`src/acr_defines.svh`:
```
`ifndef ACR_DEFINES_SVH
`define ACR_DEFINES_SVH

// Register addresses on the command side and their reset value
`define ACR_ADDR_CFG1 8'h01
`define ACR_ADDR_CFG2 8'h02
`define ACR_ADDR_CFG3 8'h03
`define ACR_CFG_RESET 8'h00

// Writable bits; flag and reserved bits are masked off
`define ACR_CFG1_WMASK 8'hFF
`define ACR_CFG2_WMASK 8'h7F
`define ACR_CFG3_WMASK 8'hFD

// Field positions inside the three registers
`define ACR_READY_BIT 7
`define ACR_RSVD_BIT 1

// Clock and modulator timing
`define ACR_CLK_HZ 25000000
`define ACR_MOD_NORMAL_HZ 256000
`define ACR_MOD_TURBO_HZ 512000
`define ACR_MOD_DIV_NORMAL (`ACR_CLK_HZ / `ACR_MOD_NORMAL_HZ)
`define ACR_MOD_DIV_TURBO (`ACR_CLK_HZ / `ACR_MOD_TURBO_HZ)

// Modulator ticks per conversion, same for both speed modes
`define ACR_TICKS_W 14
`define ACR_TICKS_0 14'h3200
`define ACR_TICKS_1 14'h1638
`define ACR_TICKS_2 14'h0B1C
`define ACR_TICKS_3 14'h05B6
`define ACR_TICKS_4 14'h0307
`define ACR_TICKS_5 14'h01AA
`define ACR_TICKS_6 14'h0100

// Analog figures reported in the decoded control word
`define ACR_BURNOUT_UA 11'h00A

`endif

```
`src/acr_pkg.sv`:
```
package acr_pkg;

  typedef struct packed {
    logic [2:0] sample_rate_code;
    logic turbo;
    logic conversion_continuous_sel;
    logic [1:0] vref;
    logic temp_sensor_mode;
  } acr_cfg1_t;

  typedef struct packed {
    logic result_ready_flag;
    logic result_counter_enable;
    logic [1:0] integrity;
    logic burnout_source_enable;
    logic [2:0] excitation_current_code;
  } acr_cfg2_t;

  typedef struct packed {
    logic [2:0] first_source_route;
    logic [2:0] second_source_route;
    logic rsvd;
    logic auto_out;
  } acr_cfg3_t;

  typedef enum logic [1:0] {ACR_REF_INTERNAL, ACR_REF_EXTERNAL, ACR_REF_SUPPLY} acr_ref_t;
  typedef enum logic [1:0] {ACR_INTEG_OFF, ACR_INTEG_INVERT, ACR_INTEG_CRC16} acr_integ_t;
  typedef enum logic {ACR_IDLE, ACR_RUN} acr_seq_t;

  // Decoded settings handed to the analog and output logic
  typedef struct packed {
    logic [10:0] sps;
    logic rate_valid;
    logic turbo;
    logic continuous;
    acr_ref_t ref_src;
    logic temp_mode;
    logic reg0_ignored;
    logic cnt_en;
    acr_integ_t integ;
    logic burnout_on;
    logic [10:0] burnout_ua;
    logic [10:0] current_ua;
    logic [5:0] route1;
    logic [5:0] route2;
    logic auto_out;
  } acr_ctrl_t;

endpackage : acr_pkg

```
`src/acr_config_regs.sv`:
```
`timescale 1ns/1ps
`include "acr_defines.svh"
// Function
// Normal mode rate codes 000..110 give 20 to 1000 SPS; 111 reserved.
// Turbo mode rate codes 000..110 give 40 to 2000 SPS; 111 reserved.
// Speed bit 4 of register 1: 0 normal 256 kHz, 1 turbo 512 kHz.
// Bit 3 of register 1: 0 single-shot, 1 continuous conversions.
// Reference: 00 internal, 01 external pins, 10 and 11 analog supply.
// Temperature mode uses internal reference and ignores register 0.
// Bit 7 of register 2 flags a new result, cleared on data read.
// Bit 6 of register 2 enables the conversion result counter.
// Integrity: 00 off, 01 inverted data, 10 CRC16, 11 reserved.
// Bit 3 of register 2 switches the 10 uA burn-out sources.
// Excitation current code 000 off through 110 at 1000 uA.
// Bits 7:5 of register 3 route the first excitation source.
// Bits 4:2 of register 3 route the second source likewise.
// Host writes zero to reserved bit 1 of register 3; reads zero.
// Bit 0 of register 3: 0 manual reading, 1 automatic result sending.
// Registers 1, 2, 3 sit at addresses 01h, 02h, 03h, reset 00h.
// Writes leave the ready flag and reserved bit unchanged.
module acr_config_regs
  import acr_pkg::*;
#(
  parameter int MOD_DIV_NORMAL = `ACR_MOD_DIV_NORMAL,
  parameter int MOD_DIV_TURBO = `ACR_MOD_DIV_TURBO,
  parameter int CONV_SHIFT = 0
)
(
  input wire logic clk,
  input wire logic rst,
  input wire logic reg_wr,
  input wire logic reg_rd,
  input wire logic [7:0] reg_addr,
  input wire logic [7:0] reg_wdata,
  output logic [7:0] reg_rdata,
  input wire logic conv_start,
  input wire logic result_read,
  output acr_ctrl_t ctrl,
  output logic mod_tick,
  output logic conv_busy,
  output logic result_ready_flag,
  output logic new_result,
  output logic auto_send,
  output logic [7:0] result_count
);

  // The divider must give a real gap between modulator ticks
  if (MOD_DIV_TURBO < 9 || MOD_DIV_NORMAL < MOD_DIV_TURBO || MOD_DIV_NORMAL > 127)
  begin : g_chk
    $error("Modulator divider values not supported");
  end

  localparam logic [6:0] DIV_N_LAST = 7'(MOD_DIV_NORMAL - 1);
  localparam logic [6:0] DIV_T_LAST = 7'(MOD_DIV_TURBO - 1);

  acr_cfg1_t cfg1_ff;
  acr_cfg2_t cfg2_ff;
  acr_cfg3_t cfg3_ff;
  logic ready_ff;
  logic [7:0] rdata_ff;
  acr_ctrl_t ctrl_ff;
  logic [6:0] div_cnt_ff;
  logic mod_tick_ff;
  logic busy_ff;
  logic new_result_ff;
  logic auto_send_ff;
  logic [7:0] count_ff;
  logic conv_done;
  logic conv_running;
  logic rate_ok;

  // Source routing shared by both excitation outputs; 111 acts as disabled
  function automatic logic [5:0] route_onehot(input logic [2:0] code);
    logic [5:0] r;
    r = 6'h00;
    case (code)
      3'h1: r = 6'h01;
      3'h2: r = 6'h02;
      3'h3: r = 6'h04;
      3'h4: r = 6'h08;
      3'h5: r = 6'h10;
      3'h6: r = 6'h20;
      default: r = 6'h00;
    endcase
    return r;
  endfunction : route_onehot

  // Normal-mode rate; turbo doubles every entry
  function automatic logic [10:0] sps_normal(input logic [2:0] code);
    logic [10:0] s;
    s = 11'h000;
    case (code)
      3'h0: s = 11'h014;
      3'h1: s = 11'h02D;
      3'h2: s = 11'h05A;
      3'h3: s = 11'h0AF;
      3'h4: s = 11'h14A;
      3'h5: s = 11'h258;
      3'h6: s = 11'h3E8;
      default: s = 11'h000;
    endcase
    return s;
  endfunction : sps_normal

  assign rate_ok = (cfg1_ff.sample_rate_code != 3'h7);

  // Register writes; reset puts all three at zero
  always_ff @(posedge clk or posedge rst)
  begin
    if (rst)
    begin
      cfg1_ff <= `ACR_CFG_RESET;
      cfg2_ff <= `ACR_CFG_RESET;
      cfg3_ff <= `ACR_CFG_RESET;
    end
    else if (reg_wr)
    begin
      case (reg_addr)
        `ACR_ADDR_CFG1: cfg1_ff <= reg_wdata & `ACR_CFG1_WMASK;
        `ACR_ADDR_CFG2: cfg2_ff <= reg_wdata & `ACR_CFG2_WMASK;
        `ACR_ADDR_CFG3: cfg3_ff <= reg_wdata & `ACR_CFG3_WMASK;
        default: cfg1_ff <= cfg1_ff;
      endcase
    end
  end

  // Ready flag: a new result in the same cycle as a read keeps it set
  always_ff @(posedge clk or posedge rst)
  begin
    if (rst)
      ready_ff <= 1'b0;
    else if (conv_done)
      ready_ff <= 1'b1;
    else if (result_read)
      ready_ff <= 1'b0;
  end

  // Read-back; unmapped addresses answer zero, reserved bit reads zero
  always_ff @(posedge clk or posedge rst)
  begin
    if (rst)
      rdata_ff <= 8'h00;
    else if (reg_rd)
    begin
      case (reg_addr)
        `ACR_ADDR_CFG1: rdata_ff <= cfg1_ff;
        `ACR_ADDR_CFG2: rdata_ff <= {ready_ff, cfg2_ff[6:0]};
        `ACR_ADDR_CFG3: rdata_ff <= {cfg3_ff[7:2], 1'b0, cfg3_ff.auto_out};
        default: rdata_ff <= 8'h00;
      endcase
    end
  end

  // Modulator clock enable; on a speed change the divider keeps its count and wraps once it reaches the new limit
  always_ff @(posedge clk or posedge rst)
  begin
    if (rst)
    begin
      div_cnt_ff <= 7'h00;
      mod_tick_ff <= 1'b0;
    end
    else if (div_cnt_ff >= (cfg1_ff.turbo ? DIV_T_LAST : DIV_N_LAST))
    begin
      div_cnt_ff <= 7'h00;
      mod_tick_ff <= 1'b1;
    end
    else
    begin
      div_cnt_ff <= div_cnt_ff + 1'b1;
      mod_tick_ff <= 1'b0;
    end
  end

  // Conversion timing lives in the small timer module
  acr_conv_timer #(
    .CONV_SHIFT(CONV_SHIFT)
  ) u_timer (
    .clk(clk),
    .rst(rst),
    .mod_tick(mod_tick_ff),
    .rate_code(cfg1_ff.sample_rate_code),
    .rate_valid(rate_ok),
    .start(conv_start),
    .continuous(cfg1_ff.conversion_continuous_sel),
    .done(conv_done),
    .busy(conv_running)
  );

  // Result events, counter and automatic sending
  always_ff @(posedge clk or posedge rst)
  begin
    if (rst)
    begin
      busy_ff <= 1'b0;
      new_result_ff <= 1'b0;
      auto_send_ff <= 1'b0;
      count_ff <= 8'h00;
    end
    else
    begin
      busy_ff <= conv_running;
      new_result_ff <= conv_done;
      auto_send_ff <= conv_done && cfg3_ff.auto_out;
      if (conv_done && cfg2_ff.result_counter_enable)
        count_ff <= count_ff + 1'b1;
    end
  end

  // Decoded settings, registered so every output comes from a flop
  always_ff @(posedge clk or posedge rst)
  begin
    if (rst)
      ctrl_ff <= '0;
    else
    begin
      ctrl_ff.rate_valid <= rate_ok;
      if (!cfg1_ff.turbo)
        ctrl_ff.sps <= sps_normal(cfg1_ff.sample_rate_code);
      else
        ctrl_ff.sps <= sps_normal(cfg1_ff.sample_rate_code) << 1;
      ctrl_ff.turbo <= cfg1_ff.turbo;
      ctrl_ff.continuous <= cfg1_ff.conversion_continuous_sel;
      ctrl_ff.temp_mode <= cfg1_ff.temp_sensor_mode;
      ctrl_ff.reg0_ignored <= cfg1_ff.temp_sensor_mode;
      // Temperature mode overrides any reference choice
      if (cfg1_ff.temp_sensor_mode || cfg1_ff.vref == 2'h0)
        ctrl_ff.ref_src <= ACR_REF_INTERNAL;
      else if (cfg1_ff.vref == 2'h1)
        ctrl_ff.ref_src <= ACR_REF_EXTERNAL;
      else
        ctrl_ff.ref_src <= ACR_REF_SUPPLY;
      ctrl_ff.cnt_en <= cfg2_ff.result_counter_enable;
      // Reserved integrity code is treated as checking off
      case (cfg2_ff.integrity)
        2'h1: ctrl_ff.integ <= ACR_INTEG_INVERT;
        2'h2: ctrl_ff.integ <= ACR_INTEG_CRC16;
        default: ctrl_ff.integ <= ACR_INTEG_OFF;
      endcase
      ctrl_ff.burnout_on <= cfg2_ff.burnout_source_enable;
      ctrl_ff.burnout_ua <= cfg2_ff.burnout_source_enable ? `ACR_BURNOUT_UA : 11'h000;
      case (cfg2_ff.excitation_current_code)
        3'h1: ctrl_ff.current_ua <= 11'h00A;
        3'h2: ctrl_ff.current_ua <= 11'h032;
        3'h3: ctrl_ff.current_ua <= 11'h064;
        3'h4: ctrl_ff.current_ua <= 11'h0FA;
        3'h5: ctrl_ff.current_ua <= 11'h1F4;
        3'h6: ctrl_ff.current_ua <= 11'h3E8;
        default: ctrl_ff.current_ua <= 11'h000;
      endcase
      ctrl_ff.route1 <= route_onehot(cfg3_ff.first_source_route);
      ctrl_ff.route2 <= route_onehot(cfg3_ff.second_source_route);
      ctrl_ff.auto_out <= cfg3_ff.auto_out;
    end
  end

  assign reg_rdata = rdata_ff;
  assign ctrl = ctrl_ff;
  assign mod_tick = mod_tick_ff;
  assign conv_busy = busy_ff;
  assign result_ready_flag = ready_ff;
  assign new_result = new_result_ff;
  assign auto_send = auto_send_ff;
  assign result_count = count_ff;
endmodule : acr_config_regs

```
`src/acr_conv_timer.sv`:
```
`timescale 1ns/1ps
`include "acr_defines.svh"
module acr_conv_timer
  import acr_pkg::*;
#(
  parameter int CONV_SHIFT = 0
)
(
  input wire logic clk,
  input wire logic rst,
  input wire logic mod_tick,
  input wire logic [2:0] rate_code,
  input wire logic rate_valid,
  input wire logic start,
  input wire logic continuous,
  output logic done,
  output logic busy
);

  if (CONV_SHIFT < 0 || CONV_SHIFT > 8)
  begin : g_chk
    $error("CONV_SHIFT out of range");
  end

  // Conversion length in modulator ticks, never below one
  function automatic logic [`ACR_TICKS_W-1:0] ticks_for(input logic [2:0] code);
    logic [`ACR_TICKS_W-1:0] t;
    t = `ACR_TICKS_6;
    case (code)
      3'h0: t = `ACR_TICKS_0;
      3'h1: t = `ACR_TICKS_1;
      3'h2: t = `ACR_TICKS_2;
      3'h3: t = `ACR_TICKS_3;
      3'h4: t = `ACR_TICKS_4;
      3'h5: t = `ACR_TICKS_5;
      default: t = `ACR_TICKS_6;
    endcase
    t = t >> CONV_SHIFT;
    if (t == '0)
      t = {{(`ACR_TICKS_W-1){1'b0}}, 1'b1};
    return t - 1'b1;
  endfunction : ticks_for

  acr_seq_t state_ff;
  logic [`ACR_TICKS_W-1:0] cnt_ff;
  logic done_ff;

  // Sequencer; a start with a legal rate code restarts the conversion, even while running
  always_ff @(posedge clk or posedge rst)
  begin
    if (rst)
    begin
      state_ff <= ACR_IDLE;
      cnt_ff <= '0;
      done_ff <= 1'b0;
    end
    else
    begin
      done_ff <= 1'b0;
      if (start && rate_valid)
      begin
        state_ff <= ACR_RUN;
        cnt_ff <= ticks_for(rate_code);
      end
      else
      begin
        unique case (state_ff)
          ACR_IDLE: cnt_ff <= cnt_ff;
          ACR_RUN:
          begin
            if (mod_tick && cnt_ff == '0)
            begin
              done_ff <= 1'b1;
              cnt_ff <= ticks_for(rate_code);
              // Back-to-back only while continuous and rate legal
              if (!(continuous && rate_valid))
                state_ff <= ACR_IDLE;
            end
            else if (mod_tick)
              cnt_ff <= cnt_ff - 1'b1;
          end
        endcase
      end
    end
  end

  assign done = done_ff;
  assign busy = (state_ff == ACR_RUN);

endmodule : acr_conv_timer

```
`config.mk`:
```
export PLATFORM = sky130hd
export DESIGN_NAME = acr_config_regs
export DESIGN_NICKNAME = d
export VERILOG_FILES = /design/src/acr_pkg.sv /design/src/acr_config_regs.sv /design/src/acr_conv_timer.sv
export VERILOG_INCLUDE_DIRS = /design/src
export SDC_FILE = /design/constraint.sdc
export NUM_CORES = 1
export LEC_CHECK = 0
export BUFFER_PORTS_ARGS = -buffer_cell sky130_fd_sc_hd__buf_2
export CORE_ASPECT_RATIO = 0.5
export CORE_MARGIN = 4
export CORE_UTILIZATION = 25
export DETAILED_ROUTE_END_ITERATION = 16
export GPL_TIMING_DRIVEN = 0
export HOLD_SLACK_MARGIN = 0.12
export MAX_ROUTING_LAYER = met4
export PLACE_DENSITY_LB_ADDON = 0.05
export SETUP_SLACK_MARGIN = 0.02
export SLEW_MARGIN = 5
export SYNTH_ARGS = -nofsm -noshare
export SYNTH_HDL_FRONTEND = slang
export SYNTH_SLANG_ARGS = --single-unit
```
`constraint.sdc`:
```
create_clock -name clk -period 3.3 [get_ports clk]
set_clock_uncertainty 0.05 [all_clocks]
set_input_delay 0.165 -clock clk [delete_from_list [all_inputs] [get_ports clk]]
set_output_delay 0.165 -clock clk [all_outputs]
set_load 0.02 [all_outputs]
```
==> reports/qor.csv, run 1 <==
stage,metric,value,unit
yosys,synthCells,474,
finish,fillers,2096,
timing,hold_viol,0,
yosys,synth_fa_ha_area_share,2.162,%
clock_tree,clk_path_buf_depth,2,
timing,setup_violations,0,
pwr,power_density,526.3,mW/mm²
drt,wl,14.69,mm
yosys,yosys.area_share.simple,16.29,%
setup_path,path_delay_family,buffers and inverters,
yosys,synthTopCellsByArea,"dfrtp_1, mux2_2, buf_4",
yosys,synthXorXnorAreaFrac,2.522,%
setup_path,critPathRequiredTime,3.46,ns
timing,fmax,0.3666,GHz
yosys,synth_edf_count,0,
setup_path,crit_path_max_fanout,10,
placement,dp_hpwl,10.51,mm
run_status,status,completed,
grt,grt_pass1_wl,23.40,mm
grt,first_global_vias,3992,
grt,grt_max_degree,90,
yosys,yosys_warnings,0,
timing,holdWs,0.1262,ns
drt,wl_per_cell,16.98,µm
finish,syn_to_final_growth,24.09,%
grt,overflow,0,
finish,final_cell_mix,"dfrtp_1, buf_2, mux2_2",
timing,rsz0062_at_grt,no,
yosys,async_reset_ff_share,100.0,%
setup_path,crit_type,flop to flop,
yosys,ys_ff_latch,109,
yosys,seq_area_frac_synth,52.37,%
floorplan,die-area,0.02335,mm²
setup_path,crit_top_cell,clkbuf_1,
yosys,yosys.area.top_type,dfrtp_1,
floorplan,start_util,26.10,%
clock_tree,h-tree-depth,3,
yosys,netlist.area_leader.share,52.37,%
setup_path,crit_path_start_kind,flop,
yosys,syn_area,0.005209,mm²
worst_hold_path,hold_path.startpoint,reg_addr[3],
timing,finalCritPeriodShare,82.66,%
drt,wl_met2,6.526,mm
setup_path,cpPeakStageDelay,0.42,ns
placement,gp_congestion,0.7981,
floorplan,core-area,0.01995,mm²
grt,grt.total_usage,13.32,%
yosys,muxShareOfSynthArea,6.029,%
yosys,synth_compound_area_share,14.22,%
pwr,total_power,3402,µW
timing,period_needed,2.728,ns
setup_path,worst_setup_path_end_kind,flop,
drt,dr_wl_met3,640,µm
drt,viasPerCell,4.615,
yosys,ys_types,73,
timing,max-slew-margin-rel,43.21,%
clock_tree,cts_made_buffers,9,
yosys,synth_flop_cell,dfrtp_1,
floorplan,rows,36,
setup_path,r2r-start,cfg1_ff[6],
setup_path,crit_chain,clkbuf_1 > clkbuf_1 > nand2_1 > o21a_1 > ha_1 > or3_1 > a221oi_1 > a211oi_1,
pwr,p_leak,0.003130,µW
finish,layout_commonest_cell,dfrtp_1,
drt,m1WireLength,7.407,mm
clock_tree,clkLatencyLatePin,0.36,ns
setup_path,slowest_stage,clkbuf_1,
worst_hold_path,hold_class,input pin to flop,
clock_tree,clockRootBuffer,clkbuf_16,
finish,nets,625,
floorplan,die_w,212.1,µm
floorplan,die_h,110.1,µm
drt,drt-initial-drc-count,227,
timing,maxSlewViolCount,0,
floorplan,ios,100,
timing,timing_worst_slew_pin_value,0.8441,ns
clock_tree,cts.sinks,109,
drt,vias,3992,
clock_tree,cts_tree,yes,
pwr,ir_worst_vdd,0.2178,mV
placement,portBuffers,87,
job,cap_violations,0,
setup_path,crit_start,cfg1_ff[6],
clock_tree,cts_resized,0,
drt,dr.max_layer_used,met4,
drt,ant_nets,0,
setup_path,crit_arrival,2.89,ns
yosys,avgSynthCellArea,10.99,µm²
grt,antenna_found_initial,0,
yosys,synth_top_family_by_area,simple AND/OR/NAND/NOR gates,
finish,layout-drive-gt1-share,28.21,%
clock_tree,cts.reportedPaths.clkPinSlew,0.08,ns
finish,antenna_cells,0,
drt,drc,0,
setup_path,critPathBufInv,2,
drt,first_pass_iters,4,
## sequential cells by signal, summed over array words and instances (netlist names)
name               cells
cfg2_ff                7
u_timer.cnt_ff        14
conv_busy              1
result_count           8
cfg3_ff                7
result_ready_flag      1
auto_send              1
new_result             1
reg_rdata              8
u_timer.busy           1
ctrl                  43
cfg1_ff                8
u_timer.done           1
div_cnt_ff             7
mod_tick               1
## kinds of logic after synthesis
group,count (synthesis)
DFF,109
xor gates and xnor gates,15
buffers and inverters,66
other,1
muxes,28
and+or+nand+nor,143
AOI/OAI and AO/OA,103
adders and majority gates,9
## cells in the mapped netlist, types with 3 or more instances
cell	number
nor2b_1	8
o211ai_1	8
nor2_1	24
ha_1	9
a21o_1	5
nand3_1	11
dfrtp_1	109
buf_4	15
buf_2	5
a31oi_1	5
inv_1	24
xor2_1	6
xnor2_1	9
nor3_1	10
o21ai_0	14
a21boi_0	3
o22ai_1	10
nor4_1	11
a22oi_1	8
clkbuf_1	16
nand2_1	24
mux2_2	27
o311ai_0	3
and3_1	5
and3b_1	6
a211oi_1	12
a21oi_1	9
nand4_1	5
nand2b_1	9
nor3b_1	9
## where the power goes
part           switching, µW  internal, µW
clock network            535           621
registers                123          1450
logic                    398           269
## metrics by stage
stage / instance area (µm²) / setup slack [ns] / TNS, ns / cells / util [%]
detailed placement: 6047 / 0.6149 / 0 / 838 / 30.30
finish: 6464 / 0.5722 / 0 / 865 / 32.39
CTS: 6464 / 0.5956 / 0 / 865 / 32.39
floorplan: 5246 / 0.2111 / 0 / 484 / -
global placement: 6015 / -1.462 / -158.59 / 837 / 30.14
global route: 6464 / 0.3373 / 0 / 865 / 32.39
## path summary, 6_finish.rpt
kind                       slack, ns                end  cells after the start
hold / removal                  0.13       reg_rdata[1]                      4
setup reg to reg                0.57  u_timer.cnt_ff[2]                      8
min in group asynchronous       0.26           ctrl[45]                      3
setup / recovery                0.57  u_timer.cnt_ff[2]                      8
max in group asynchronous       2.21       reg_rdata[0]                      4
hold reg to reg                 0.35           ctrl[25]                      0
## worst min-delay path, cell delays in order
cell and delay, ns:
buf_2 0.10, nor3_4 0.06, nand3_1 0.08, o21ai_0 0.08
## layer usage
layer	vias to the layer above	global-route usage [%]
met5	-	-
met2	79	19.88
li1	1937	-
met3	9	3.167
met4	0	2.913
met1	1967	18.53
## layout make-up
class | instances | area [µm²] | share of cell area, %
plain buffers | 41 | 236.5 | 3.659
clock buffers | 11 | 242.7 | 3.755
clock inverters | 5 | 63.81 | 0.9872
inverters | 25 | 98.84 | 1.529
multi-input cells | 309 | 2188 | 33.86
flip-flops and latches | 109 | 2728 | 42.20
well taps | 266 | 332.8 | 5.149
repair buffers | 99 | 573.1 | 8.866
## repair_timing
action	4_1_cts	5_1_grt
hold endpoints to repair	133	0
setup buffers	0	0
hold buffers	11	0
Note: power is estimated with default switching activity, not from simulation.
==> run 2, diff against run 1 <==
ABC_AREA = 1   (was unset)
clock period = 2.7 ns   (was 3.3 ns; I/O delays follow)
==> run 2 against run 1 <==
  * Register-to-register slack worse by 0.20 ns
  * Sequential share of layout area is 0.64 points lower
  * Clock power is 17% higher
  * Highest routed layer unchanged
  * Hold slack better by 0.073 ns
  * Via count is 4.2% higher
  * Cell count is 15% higher
  * Non-clock buffer count is 11 lower
  * Largest cell class unchanged
  * Combinational power is 110% higher
  * Synthesized cell count is 25% higher
==> reports/qor.csv, run 2 <==
stage,metric,value,unit
run_status,status,completed,
setup_path,critPathBufInv,2,
drt,drt-initial-drc-count,248,
grt,grt.total_usage,12.65,%
finish,antenna_cells,0,
clock_tree,cts_made_buffers,9,
drt,wl,13.72,mm
yosys,async_reset_ff_share,100.0,%
floorplan,die_h,110.1,µm
clock_tree,cts_setup_buffers,0,
timing,fin_setup_tns,0,ns
setup_path,crit_type,flop to flop,
floorplan,rows,37,
finish,nets,751,
yosys,ys_ff_latch,109,
grt,antenna_found_initial,0,
drt,viasPerCell,4.171,
floorplan,die_w,212.3,µm
finish,utilization,32.00,%
yosys,ys_top_cells_by_count,"nand2_1, dfrtp_1, inv_1, nor2_1, nand3_1",
yosys,synth_edf_count,0,
clock_tree,cts_tree,yes,
yosys,yosys.area.top_type,dfrtp_1,
finish,fillers,2176,
finish,syn_to_final_growth,25.81,%
yosys,seq_area_frac_synth,52.29,%
finish,fin_area,0.006563,mm²
drt,ant_nets,0,
grt,first_global_vias,4143,
floorplan,die-area,0.02338,mm²
drt,vias,4158,
timing,finalCritPeriodShare,86.19,%
placement,gp_congestion,0.7639,
pwr,p_leak,0.003469,µW
grt,grt_pass1_wl,22.34,mm
setup_path,path_delay_family,simple AND/OR/NAND/NOR gates,
setup_path,cpPeakStageDelay,0.48,ns
timing,rsz0062_at_grt,no,
setup_path,slowest_stage,dfrtp_1,
setup_path,crit_arrival,2.54,ns
timing,maxSlewViolCount,0,
timing,period_needed,2.327,ns
timing,fmax,0.4297,GHz
finish,largest_register_ffs,43,
yosys,avgSynthCellArea,8.782,µm²
clock_tree,clk_path_buf_depth,2,
yosys,syn_area,0.005216,mm²
clock_tree,cts.sinks,109,
setup_path,worst_setup_path_end_kind,flop,
drt,first_pass_iters,4,
pwr,power_density,728.1,mW/mm²
grt,overflow,0,
drt,drc,0,
yosys,synth_flop_cell,dfrtp_1,
yosys,synthCells,594,
placement,dp_hpwl,10.74,mm
setup_path,reg2reg_slack,0.37,ns
clock_tree,clockRootBuffer,clkbuf_16,
drt,wl_per_cell,13.76,µm
floorplan,ios,100,
floorplan,core-area,0.02051,mm²
clock_tree,h-tree-depth,3,
placement,postPlaceCellArea,0.006135,mm²
pwr,ir_worst_vdd,0.3015,mV
placement,portBuffers,88,
clock_tree,cts.reportedPaths.clkPinSlew,0.08,ns
setup_path,crit_chain,inv_1 > clkbuf_1 > ha_1 > a21oi_1 > o21ai_0 > nand4_1 > nand3_1 > nor3b_1,
timing,max-slew-margin-rel,62.23,%
timing,hold_viol,0,
finish,layout-drive-gt1-share,24.72,%
setup_path,critPathRequiredTime,2.91,ns
finish,layout_commonest_cell,nand2_1,
setup_path,crit_path_max_fanout,12,
yosys,ys_types,42,
worst_hold_path,hold_class,input pin to flop,
grt,grt_max_degree,29,
clock_tree,clkLatencyLatePin,0.35,ns
yosys,netlist.area_leader.share,52.29,%
yosys,yosysMostFrequentCell,nand2_1,
yosys,yosys_warnings,0,
timing,timing_worst_slew_pin_value,0.5653,ns
timing,setup_violations,0,
job,cap_violations,0,
setup_path,crit_path_start_kind,flop,
finish,final_cell_mix,"nand2_1, dfrtp_1, buf_2",
floorplan,start_util,25.43,%
yosys,synthTopCellsByArea,"dfrtp_1, nand2_1, inv_1",
[run 2: changes by cell type after synthesis, moves of 9 or more]
cell      previous run  this run
nand2_2              1        12
a211oi_1            12         0
o22ai_1             10         1
nor2_1              24        60
nand2b_1             9         0
nand3_1             11        40
clkbuf_1            16         3
mux2_2              27         0
nor4_1              11         0
nand2_1             24       147
o21ai_1              0        17
inv_1               24        68
[run 2: area by class of cell]
cell class | count | area, µm² | area share (%)
Buffer | 24 | 185.2 | 2.822
Clock buffer | 11 | 242.7 | 3.699
Clock inverter | 4 | 55.05 | 0.8389
Inverter | 75 | 285.3 | 4.347
Multi-Input combinational cell | 396 | 2059 | 31.38
Sequential cell | 109 | 2728 | 41.56
Tap cell | 273 | 341.6 | 5.205
Timing Repair Buffer | 105 | 665.6 | 10.14
[run 2: metal layers]
layer,up-vias,global-route usage (%),wire [µm]
li1,2113,-,-
met1,1968,15.82,6372
met2,71,21.18,6707
met3,6,3.138,555
met4,0,2.618,82
met5,-,-,0
[run 2: what timing repair did]
action,4_1_cts,5_1_grt
gates resized for setup,0,0
endpoints found under the hold margin,53,0
endpoints found under the setup margin,0,0
hold buffers,13,0
[run 2: path summary, 6_finish.rpt]
kind | to | cells after the start | startpoint
min | cfg2_ff[0] | 5 | reg_addr[0]
max reg2reg | div_cnt_ff[3] | 8 | cfg1_ff[4]
max | div_cnt_ff[3] | 8 | cfg1_ff[4]
max in group asynchronous | ctrl[14] | 6 | rst
min reg2reg | conv_busy | 0 | u_timer.busy
min in group asynchronous | ctrl[43] | 3 | rst
[run 2: through the flow]
step	power (µW)	cells	hold slack, ns	setup WS (ns)
global placement	3439	965	0.2701	0.2755
CTS	4885	997	0.1862	0.2564
finish	4778	997	0.1996	0.3730
floorplan	3066	604	0.1811	0.8516
global route	5155	997	0.2078	0.03419
detailed placement	3455	969	0.1787	0.3064
[run 2: power breakdown]
group / switching (µW) / total [µW] / internal (µW)
combinational: 875 / 1370 / 498
clock: 616 / 1360 / 748
sequential: 187 / 2040 / 1850
[run 2: logic make-up after synthesis]
group / share of synthesized area, %
other: 0.07189
flip-flops: 52.29
AO/OA/AOI/OAI: 7.412
buffers and inverters: 8.947
adder cells (fa/ha/maj): 2.159
AND/OR/NAND/NOR: 27.10
XOR/XNOR: 2.015
[run 2: tightest hold or removal path, cell delays in order]
cell	delay (ns)
buf_2	0.14
nor3_4	0.09
nand3_4	0.09
nand2_1	0.05
o21ai_1	0.06
